### config.mk
export PLATFORM = sky130hd
export DESIGN_NAME = status_xfer_exec
export DESIGN_NICKNAME = d
export VERILOG_FILES = /design/src/inc/status_xfer_pkg.sv /design/src/rtl/status_xfer_exec.sv
export SDC_FILE = /design/constraint.sdc
export NUM_CORES = 1
export LEC_CHECK = 0
export BUFFER_PORTS_ARGS = -buffer_cell sky130_fd_sc_hd__buf_2
export CAP_MARGIN = 20
export CORE_MARGIN = 1.5
export CORE_UTILIZATION = 45
export CTS_CLUSTER_DIAMETER = 60
export DETAILED_ROUTE_END_ITERATION = 8
export HOLD_SLACK_MARGIN = 0.06
export PLACE_DENSITY = 0.74
export RECOVER_POWER = 50
export SYNTH_ARGS = -nofsm -noshare
export SYNTH_HDL_FRONTEND = slang
export SYNTH_SLANG_ARGS = --single-unit
export TNS_END_PERCENT = 50
### constraint.sdc
create_clock -name clk_sys -period 4.81 [get_ports clk_sys]
set_input_delay 0.2405 -clock clk_sys [delete_from_list [all_inputs] [get_ports clk_sys]]
set_output_delay 0.2405 -clock clk_sys [all_outputs]
set_load 0.02 [all_outputs]
### src/inc/status_xfer_pkg.sv
/*
 * Constants, field layout and helper functions for the status-register transfer unit.
 * Assumes a 32-bit core datapath and an AXI4-Lite register port with 8-bit addresses.
 */
package status_xfer_pkg;

	// ----------------------------------------------------------------
	// Status word layout
	// ----------------------------------------------------------------
	localparam int unsigned FLAG_HI     = 31;
	localparam int unsigned FLAG_LO     = 28;
	localparam int unsigned IRQ_DIS_BIT = 7;
	localparam int unsigned FIQ_DIS_BIT = 6;
	localparam int unsigned STATE_BIT   = 5;
	localparam int unsigned MODE_HI     = 4;
	localparam logic [31:0] DEFINED_MASK = 32'hF000_00FF;
	localparam logic [31:0] CUR_RESET    = 32'h0000_00D3;
	localparam logic [31:0] SAVED_RESET  = 32'h0000_0000;

	// ----------------------------------------------------------------
	// Processor modes and saved-word banks
	// ----------------------------------------------------------------
	localparam logic [4:0] MODE_USER  = 5'h10;
	localparam logic [4:0] MODE_FIQ   = 5'h11;
	localparam logic [4:0] MODE_IRQ   = 5'h12;
	localparam logic [4:0] MODE_SVC   = 5'h13;
	localparam logic [4:0] MODE_ABORT = 5'h17;
	localparam logic [4:0] MODE_UNDEF = 5'h1B;
	localparam int unsigned NUM_BANKS = 5;

	// ----------------------------------------------------------------
	// Instruction decode fields
	// ----------------------------------------------------------------
	localparam logic [4:0] READ_CLASS  = 5'h02;
	localparam logic [1:0] WRITE_HI    = 2'h0;
	localparam logic [1:0] WRITE_MID   = 2'h2;
	localparam logic [5:0] READ_OPC    = 6'h0F;
	localparam logic [5:0] WRITE_ALL   = 6'h29;
	localparam logic [5:0] WRITE_FLG   = 6'h28;
	localparam logic [3:0] ONES_FIELD  = 4'hF;
	localparam int unsigned TARGET_BIT = 22;
	localparam int unsigned IMM_BIT    = 25;

	// ----------------------------------------------------------------
	// Register port map
	// ----------------------------------------------------------------
	localparam logic [7:0] ADDR_CTRL  = 8'h00;
	localparam logic [7:0] ADDR_CUR   = 8'h04;
	localparam logic [7:0] ADDR_SAVED = 8'h08;
	localparam logic [7:0] ADDR_COUNT = 8'h0C;
	localparam logic       CTRL_RESET = 1'b1;
	localparam logic [1:0] RESP_OKAY  = 2'h0;
	localparam logic [1:0] RESP_SLVERR = 2'h2;

	// Condition field test against the current N, Z, C, V flags.
	function automatic logic cond_pass(input logic [3:0] cond, input logic [3:0] nzcv);
		logic n, z, c, v;
		n = nzcv[3];
		z = nzcv[2];
		c = nzcv[1];
		v = nzcv[0];
		unique case (cond)
			4'h0: return z;
			4'h1: return !z;
			4'h2: return c;
			4'h3: return !c;
			4'h4: return n;
			4'h5: return !n;
			4'h6: return v;
			4'h7: return !v;
			4'h8: return c && !z;
			4'h9: return !c || z;
			4'hA: return n == v;
			4'hB: return n != v;
			4'hC: return !z && (n == v);
			4'hD: return z || (n != v);
			4'hE: return 1'b1;
			4'hF: return 1'b0;
		endcase
	endfunction : cond_pass

	// Rotated 8-bit immediate: value rotated right by twice the rotate field.
	function automatic logic [31:0] rot_imm(input logic [11:0] field);
		logic [31:0] v;
		logic [5:0]  r;
		v = {24'h00_0000, field[7:0]};
		r = {1'b0, field[11:8], 1'b0};
		return (v >> r) | (v << (6'h20 - r));
	endfunction : rot_imm

	// Maps a mode to its saved-word bank; bit 3 flags a mode that owns one.
	function automatic logic [3:0] bank_of(input logic [4:0] mode);
		unique case (mode)
			MODE_FIQ:   return 4'h8;
			MODE_IRQ:   return 4'h9;
			MODE_SVC:   return 4'hA;
			MODE_ABORT: return 4'hB;
			MODE_UNDEF: return 4'hC;
			default:    return 4'h0;
		endcase
	endfunction : bank_of

endpackage : status_xfer_pkg

### src/rtl/status_xfer_exec.sv
/*
 * Execution unit for the status-word transfer instructions, with an AXI4-Lite
 * register port for control and observation.
 * Assumes the instruction and the source register value arrive on clk_sys from core logic.
 */
// Design decisions made here: the address map and the AXI4-Lite register port.

// Function
// RULE1 - Twelve defined status bits, rest reserved
// RULE2 - Software ignores reserved bit values
// RULE3 - Software preserves reserved bits on writes
// RULE4 - Read copies whole selected status word
// RULE5 - Low five bits are mode, write switches
// RULE6 - Flag write leaves control bits alone
// RULE7 - Immediate flag write sets flags outright
// RULE8 - Software avoids full immediate status writes
// RULE9 - Every transfer completes in one cycle
// RULE10 - Top four source bits feed N Z C V
// RULE11 - User mode full write touches flags only
// RULE12 - Privileged full write replaces whole word
// RULE13 - Bit 22 target, bit 25 immediate
// RULE14 - Execute only when condition passes
module status_xfer_exec (
	input  wire logic        clk_sys,
	input  wire logic        reset_n,
	input  wire logic        instr_valid,
	input  wire logic [31:0] instr_word,
	input  wire logic [31:0] source_general_reg,
	output logic             gr_we,
	output logic [3:0]       gr_addr,
	output logic [31:0]      gr_data,
	output logic             instr_done,
	output logic             cond_passed,
	output logic [31:0]      current_status_word,
	output logic [31:0]      saved_status_word,
	input  wire logic [7:0]  awaddr,
	input  wire logic        awvalid,
	output logic             awready,
	input  wire logic [31:0] wdata,
	input  wire logic [3:0]  wstrb,
	input  wire logic        wvalid,
	output logic             wready,
	output logic [1:0]       bresp,
	output logic             bvalid,
	input  wire logic        bready,
	input  wire logic [7:0]  araddr,
	input  wire logic        arvalid,
	output logic             arready,
	output logic [31:0]      rdata,
	output logic [1:0]       rresp,
	output logic             rvalid,
	input  wire logic        rready
);

	// ----------------------------------------------------------------
	// Decode
	// ----------------------------------------------------------------
	logic [31:0] cur_r;
	logic [31:0] saved_r [status_xfer_pkg::NUM_BANKS];
	logic        enable_r;
	logic [31:0] count_r;
	logic [3:0]  bank;
	logic [2:0]  bank_idx;
	logic        bank_ok;
	logic        user_mode;
	logic        cond_ok;
	logic        is_read;
	logic        is_all;
	logic        is_flg;
	logic        go;
	logic        to_saved;
	logic        exec_rd;
	logic        exec_all;
	logic        exec_flg;
	logic [31:0] src_val;
	logic [31:0] saved_sel;

	// RULE1 mode field decode
	assign bank      = status_xfer_pkg::bank_of(cur_r[status_xfer_pkg::MODE_HI:0]);
	assign bank_ok   = bank[3];
	assign bank_idx  = bank[2:0];
	assign user_mode = cur_r[status_xfer_pkg::MODE_HI:0] == status_xfer_pkg::MODE_USER;
	assign saved_sel = bank_ok ? saved_r[bank_idx] : cur_r;

	// RULE14 condition check
	assign cond_ok = status_xfer_pkg::cond_pass(instr_word[31:28],
		cur_r[status_xfer_pkg::FLAG_HI:status_xfer_pkg::FLAG_LO]);

	assign is_read = instr_word[27:23] == status_xfer_pkg::READ_CLASS
		&& instr_word[21:16] == status_xfer_pkg::READ_OPC && instr_word[11:0] == 12'h000;
	assign is_all = instr_word[27:26] == status_xfer_pkg::WRITE_HI
		&& instr_word[24:23] == status_xfer_pkg::WRITE_MID
		&& instr_word[21:16] == status_xfer_pkg::WRITE_ALL
		&& instr_word[15:12] == status_xfer_pkg::ONES_FIELD
		&& (instr_word[status_xfer_pkg::IMM_BIT] || instr_word[11:4] == 8'h00);
	assign is_flg = instr_word[27:26] == status_xfer_pkg::WRITE_HI
		&& instr_word[24:23] == status_xfer_pkg::WRITE_MID
		&& instr_word[21:16] == status_xfer_pkg::WRITE_FLG
		&& instr_word[15:12] == status_xfer_pkg::ONES_FIELD
		&& (instr_word[status_xfer_pkg::IMM_BIT] || instr_word[11:4] == 8'h00);

	// RULE13 target and source select
	assign to_saved = instr_word[status_xfer_pkg::TARGET_BIT];
	assign src_val  = instr_word[status_xfer_pkg::IMM_BIT]
		? status_xfer_pkg::rot_imm(instr_word[11:0]) : source_general_reg;

	assign go       = instr_valid && enable_r && cond_ok;
	assign exec_rd  = go && is_read;
	assign exec_all = go && is_all;
	assign exec_flg = go && is_flg;

	// ----------------------------------------------------------------
	// Status words
	// ----------------------------------------------------------------
	always_ff @(posedge clk_sys) begin
		if (!reset_n) begin
			cur_r <= status_xfer_pkg::CUR_RESET;
		end else if (exec_all && !to_saved && !user_mode) begin
			// RULE12 privileged full write
			// RULE5 mode switch
			cur_r <= src_val;
		end else if ((exec_all && !to_saved) || (exec_flg && !to_saved)) begin
			// RULE11 user mode protection
			// RULE6 flags only
			// RULE10 top bits to flags
			cur_r[status_xfer_pkg::FLAG_HI:status_xfer_pkg::FLAG_LO] <=
				src_val[status_xfer_pkg::FLAG_HI:status_xfer_pkg::FLAG_LO];
		end
	end

	always_ff @(posedge clk_sys) begin
		if (!reset_n) begin
			for (int i = 0; i < status_xfer_pkg::NUM_BANKS; i++) begin
				saved_r[i] <= status_xfer_pkg::SAVED_RESET;
			end
		end else if (exec_all && to_saved && bank_ok) begin
			// RULE12 saved word of current mode
			saved_r[bank_idx] <= src_val;
		end else if (exec_flg && to_saved && bank_ok) begin
			// RULE7 immediate sets flags outright
			saved_r[bank_idx][status_xfer_pkg::FLAG_HI:status_xfer_pkg::FLAG_LO] <=
				src_val[status_xfer_pkg::FLAG_HI:status_xfer_pkg::FLAG_LO];
		end
	end

	assign current_status_word = cur_r;
	assign saved_status_word   = saved_sel;

	// ----------------------------------------------------------------
	// Result and completion
	// ----------------------------------------------------------------
	always_ff @(posedge clk_sys) begin
		if (!reset_n) begin
			gr_we   <= 1'b0;
			gr_addr <= 4'h0;
			gr_data <= 32'h0000_0000;
		end else begin
			// RULE4 full word copy
			gr_we   <= exec_rd;
			gr_addr <= instr_word[15:12];
			gr_data <= to_saved ? saved_sel : cur_r;
		end
	end

	always_ff @(posedge clk_sys) begin
		if (!reset_n) begin
			instr_done  <= 1'b0;
			cond_passed <= 1'b0;
		end else begin
			// RULE9 single cycle
			instr_done  <= instr_valid;
			cond_passed <= go;
		end
	end

	always_ff @(posedge clk_sys) begin
		if (!reset_n) begin
			count_r <= 32'h0000_0000;
		end else if (exec_rd || exec_all || exec_flg) begin
			count_r <= count_r + 32'h0000_0001;
		end
	end

	// ----------------------------------------------------------------
	// AXI4-Lite slave
	// ----------------------------------------------------------------
	logic       aw_held_r;
	logic       w_held_r;
	logic [7:0] waddr_r;
	logic [31:0] wdata_r;
	logic       wlane0_r;

	function automatic logic addr_known(input logic [7:0] a);
		return a == status_xfer_pkg::ADDR_CTRL || a == status_xfer_pkg::ADDR_CUR
			|| a == status_xfer_pkg::ADDR_SAVED || a == status_xfer_pkg::ADDR_COUNT;
	endfunction : addr_known

	assign awready = !aw_held_r && !bvalid;
	assign wready  = !w_held_r && !bvalid;
	assign arready = !rvalid;

	always_ff @(posedge clk_sys) begin
		if (!reset_n) begin
			aw_held_r <= 1'b0;
			w_held_r  <= 1'b0;
			waddr_r   <= 8'h00;
			wdata_r   <= 32'h0000_0000;
			wlane0_r  <= 1'b0;
			bvalid    <= 1'b0;
			bresp     <= status_xfer_pkg::RESP_OKAY;
		end else begin
			if (awvalid && awready) begin
				aw_held_r <= 1'b1;
				waddr_r   <= awaddr;
			end
			if (wvalid && wready) begin
				w_held_r <= 1'b1;
				wdata_r  <= wdata;
				wlane0_r <= wstrb[0];
			end
			if (aw_held_r && w_held_r && !bvalid) begin
				aw_held_r <= 1'b0;
				w_held_r  <= 1'b0;
				bvalid    <= 1'b1;
				bresp     <= addr_known(waddr_r) ? status_xfer_pkg::RESP_OKAY
					: status_xfer_pkg::RESP_SLVERR;
			end else if (bvalid && bready) begin
				bvalid <= 1'b0;
			end
		end
	end

	always_ff @(posedge clk_sys) begin
		if (!reset_n) begin
			enable_r <= status_xfer_pkg::CTRL_RESET;
		end else if (aw_held_r && w_held_r && !bvalid && wlane0_r
			&& waddr_r == status_xfer_pkg::ADDR_CTRL) begin
			enable_r <= wdata_r[0];
		end
	end

	always_ff @(posedge clk_sys) begin
		if (!reset_n) begin
			rvalid <= 1'b0;
			rdata  <= 32'h0000_0000;
			rresp  <= status_xfer_pkg::RESP_OKAY;
		end else if (arvalid && arready) begin
			rvalid <= 1'b1;
			rresp  <= addr_known(araddr) ? status_xfer_pkg::RESP_OKAY
				: status_xfer_pkg::RESP_SLVERR;
			unique case (araddr)
				status_xfer_pkg::ADDR_CTRL:  rdata <= {31'h0000_0000, enable_r};
				status_xfer_pkg::ADDR_CUR:   rdata <= cur_r;
				status_xfer_pkg::ADDR_SAVED: rdata <= saved_sel;
				status_xfer_pkg::ADDR_COUNT: rdata <= count_r;
				default:                     rdata <= 32'h0000_0000;
			endcase
		end else if (rvalid && rready) begin
			rvalid <= 1'b0;
		end
	end
endmodule : status_xfer_exec

Word-level counts from Yosys, hierarchy flattened
Memory sizes are Yosys's and may differ from the RTL's.
Index checks and enable logic that the tools add are counted.
Storage, ports and cells
  register bits after elaboration: 154
  bits in latches: 0
  memory bits (writable): 160
  bits in read-only memories: 0
  input bits: 124
  output and inout bits: 144
  word-level logic and storage cells: 155
  memories kept: 1
Operators by class
  add/sub/neg operators: 2
  multiply operators: 0
  div/mod/pow operators: 0
  order comparisons: 0
  equality and inequality tests: 35
  shifts and indexed selects: 2
  multiplexer cells: 26
  bitwise gates (word level): 3
  reductions and logical operators: 67
Memory list
  saved_r: words 5, bits a word 32, read ports 1, clocked after Yosys merged registers in 0, wr ports 5, RTL line status_xfer_exec.sv:59  | logic [31:0] saved_r [status_xfer_pkg::NUM_BANKS];
Operators with widths (count)
  32-bit 2-to-1 mux: 4
  32-bit case mux with 4 select lines: 1
  4-bit == test, second input constant: 9
  1-bit logical AND: 34
  32-bit by 1-bit adder with 32-bit output, second input constant: 1
  8-bit by 4-bit == test with 1-bit output, second input constant: 4
  32-bit bitwise OR: 1
  32-bit OR reduction: 1
  8-bit by 6-bit left shift with 32-bit output: 1
  8-bit by 5-bit right shift with 32-bit output: 1
  5-bit == test, second input constant: 6
  8-bit zero test: 3
  4-bit case mux with 5 select lines: 1
  4-bit by 3-bit == test with 1-bit output, second input constant: 4
  8-bit by 3-bit == test with 1-bit output, second input constant: 2
  1-bit case mux with 16 select lines: 1
  6-bit == test, second input constant: 2
  12-bit zero test: 1
  1-bit logical OR: 12
  1-bit 2-to-1 mux: 12
  4-bit 2-to-1 mux: 3
  1-bit zero test: 10
  4-bit by 2-bit == test with 1-bit output, second input constant: 2
  6-bit by 4-bit == test with 1-bit output, second input constant: 1
  other kinds (14): 18

Longest topological paths before layout
  depth in word-level cells: 15
  gate-level depth with buffers: 14
  depth with buffers taken out: 10

Worst setup path after synthesis
Ideal clock, no wire load.
  path type: input-to-reg
  from: input instr_word[8]
  to: memory saved_r[2][0] (enable)
  setup time: 0.451 ns
  arrival: 2.888 ns
  data required time: 4.359 ns
  path slack: 1.471 ns
  stages on the path: 12
  buffers on the path: 4
  cells stage by stage: buf_2 buf_1 inv_1 ha_1 nor4b_1 a21oi_1 nor2_1 and3_1 nand4_1 buf_2 buf_1 nand2_1
RTL lines
  start, declared: RTL line status_xfer_exec.sv:27  | input wire logic [31:0] instr_word,
  end, declared: RTL line status_xfer_exec.sv:59

==> metrics <==
Top Family by Delay on Critical Path buffers and inverters; RSZ-0062 raised after global routing no; Layout area overhead 17.1%; Setup WS pre-CTS 1.16 ns; Cell Area, Synth 0.0148 mm^2; area occupied by multi-input gates 0.00631 mm^2; register area share after synthesis 0.532; cell chain of the critical path clkbuf_1, inv_1, ha_1, nor4b_1, a21oi_1, nor2_1, and3_1, nand4_1, clkbuf_1, nand2_1, buf_4; Critical Path Most Common Cell clkbuf_1; final core occ 0.534; # Post-CTS Setup Buffers 0; CTS sink count 312; vias in the first global route 12200; Die X 184 um; Vias/cell 6.06; Post-route DRC 0; cell internal pwr 4400 uW; Placer Congestion 0.939; final worst slack 0.749 ns; Worst Path Max Fanout 29; ratio of cells with drive above 1 in the final layout 0.130; Rel. slew slack -1.07; Avg WL per Cell 20.8 um; Synthesis Warnings 0; Port Buffers 231; Nets 1803; fill count 2951; post-synthesis register bit count 312; commonest non-fill, non-tap cell in the layout nor2_1; die height 184 um; Post-synth EDFFs 160; detailed placement HPWL 30800 um; Critical Path End Type flip-flop; register area 0.00785 mm^2; initial antenna violation count 0; grt ovf 0; most frequent cells in the layout 298 x nor2_1, 160 x edfxtp_1, 152 x dfxtp_1; CP arrival 4.34 ns; period utilization 0.844; Syn Inst Count 1484; max incr delay on CP 1.04 ns; P_sw 1430 uW; Total Routing Usage GR 0.258; worst path required time 5.09 ns; Fin. Hold Viols 0; status finished with violations; Worst Setup Start Kind primary input; initial drt markers 1438; CP bufs+invs 4; die area 0.0339 mm^2; # resized after CTS 0; Yosys cell types 75; Hold WS 0.0917 ns; CTS buffer count 31; Detailed Route WL 44700 um; clk buf depth 3; Core Box Area 0.0324 mm^2; Root Driver clkbuf_16; cell count after placement 2062; VDD IR max 0.257 mV; Main synth FF type edfxtp_1; CP Class primary input to flip-flop; P_leak 0.00657 uW; Syn Area/Cell 9.94 um^2; fmax 0.246 GHz; Cell Count, Final, Fillers Out 2144; sequential power share 0.495; async set or reset register ratio after synthesis 0; switching share of power 0.245; CP max stage cell clkbuf_1; antenna diode count 0; io pins 268; Hold WC Path Type primary input to flip-flop; Fin Setup TNS 0 ns; clk_skew 0.0210 ns; failing checks max-capacitance violations, max-slew violations; power per cell area 337 mW/mm^2; Slew Limit Fails 89; hold buffers post-CTS 22; DRT antenna net count 0; clk_lat worst skew 0.57 ns; post-layout min period 4.06 ns; clock slew at reported path FFs 0.06 ns; H-tree levels 1; largest net degree at the start of global routing 78; initial core utilization 0.456; setup violators final 0; Clock power frac 0.412; worst slew pin tran 3.10 ns; drt pass-1 iters 6; CTS tree yes; max-cap violations 2; Logic pwr share 0.093; Site Rows 66; first-pass GRT wire length 68300 um; routed vias 13000
[cells by family after synthesis]
group,after synthesis,share of synthesized area
flip-flops,312,0.532
buffers and inverters,152,0.0412
other,1,0.000254
AO/OA/AOI/OAI,330,0.174
adder cells (fa/ha/maj),2,0.00170
XOR/XNOR,5,0.00297
multiplexers,78,0.0531
AND/OR/NAND/NOR,604,0.195
[synth_stat cells, types with 21 or more instances]
cell type  instances  area, um^2
edfxtp_1         160        4800
nor3_1            23         115
nor2_1           298        1120
nand2b_1          31         194
and3_1            42         263
nand2_1           72         270
nand3_1           23         115
nor4_1            30         188
a211oi_1          41         308
dfxtp_1          152        3040
o21ai_0           21         105
mux2i_1           76         761
a21oi_1           63         315
clkbuf_1          98         368
a221oi_1          38         333
a221o_1           61         611
[sequential cells by signal, summed over array words and instances (netlist names), 4 cells and up]
name,cells
count_r,32
current_status_word,32
gr_addr,4
gr_data,32
rdata,32
saved_r,160
waddr_r,8
[metal layers]
layer	part of all wire	track usage
met5	0	0
met2	0.45	0.414
met1	0.43	0.358
met3	0.10	0.0418
met4	0.027	0.0780
[area by class of cell]
class                           count  area share
Clock buffer                       37      0.0474
Multi-Input combinational cell   1021       0.365
Timing Repair Buffer              291      0.0862
Tap cell                          442      0.0320
Sequential cell                   312       0.454
Inverter                           20     0.00434
Clock inverter                     21      0.0110
[worst reg2reg max path: cells and delay by family (launching register included)]
family / cells / cell delay [ns]
AOI/OAI and AO/OA: 2 / 0.53
buffers and inverters: 2 / 1.41
DFF: 1 / 0.75
and+or+nand+nor: 4 / 0.98
[through the flow]
step           cell area (um^2)  total power, uW
2_1_floorplan             14800             3260
3_3_place_gp              16200             3460
3_5_place_dp              16200             3470
4_1_cts                   17500             5850
5_1_grt                   17300             5990
6_report                  17300             5830
[worst paths after layout]
kind	end	cells past startpoint	startpoint	slack (ns)
min reg2reg	rdata[4]	2	rdata[4]	0.46
min	w_held_r	4	wvalid	0.09
max	saved_r[1][3]	11	instr_word[9]	0.75
max reg2reg	saved_r[1][3]	8	current_status_word[2]	0.87
[power groups by stage]
stage          registers, uW  logic (uW)  clock network, uW
6_report                2880         543               2400
5_1_grt                 2890         580               2520
4_1_cts                 2880         543               2430
3_5_place_dp            2940         527                  0
3_3_place_gp            2940         520                  0
2_1_floorplan           2960         301                  0
No activity file was read; power rests on OpenSTA's default activity.
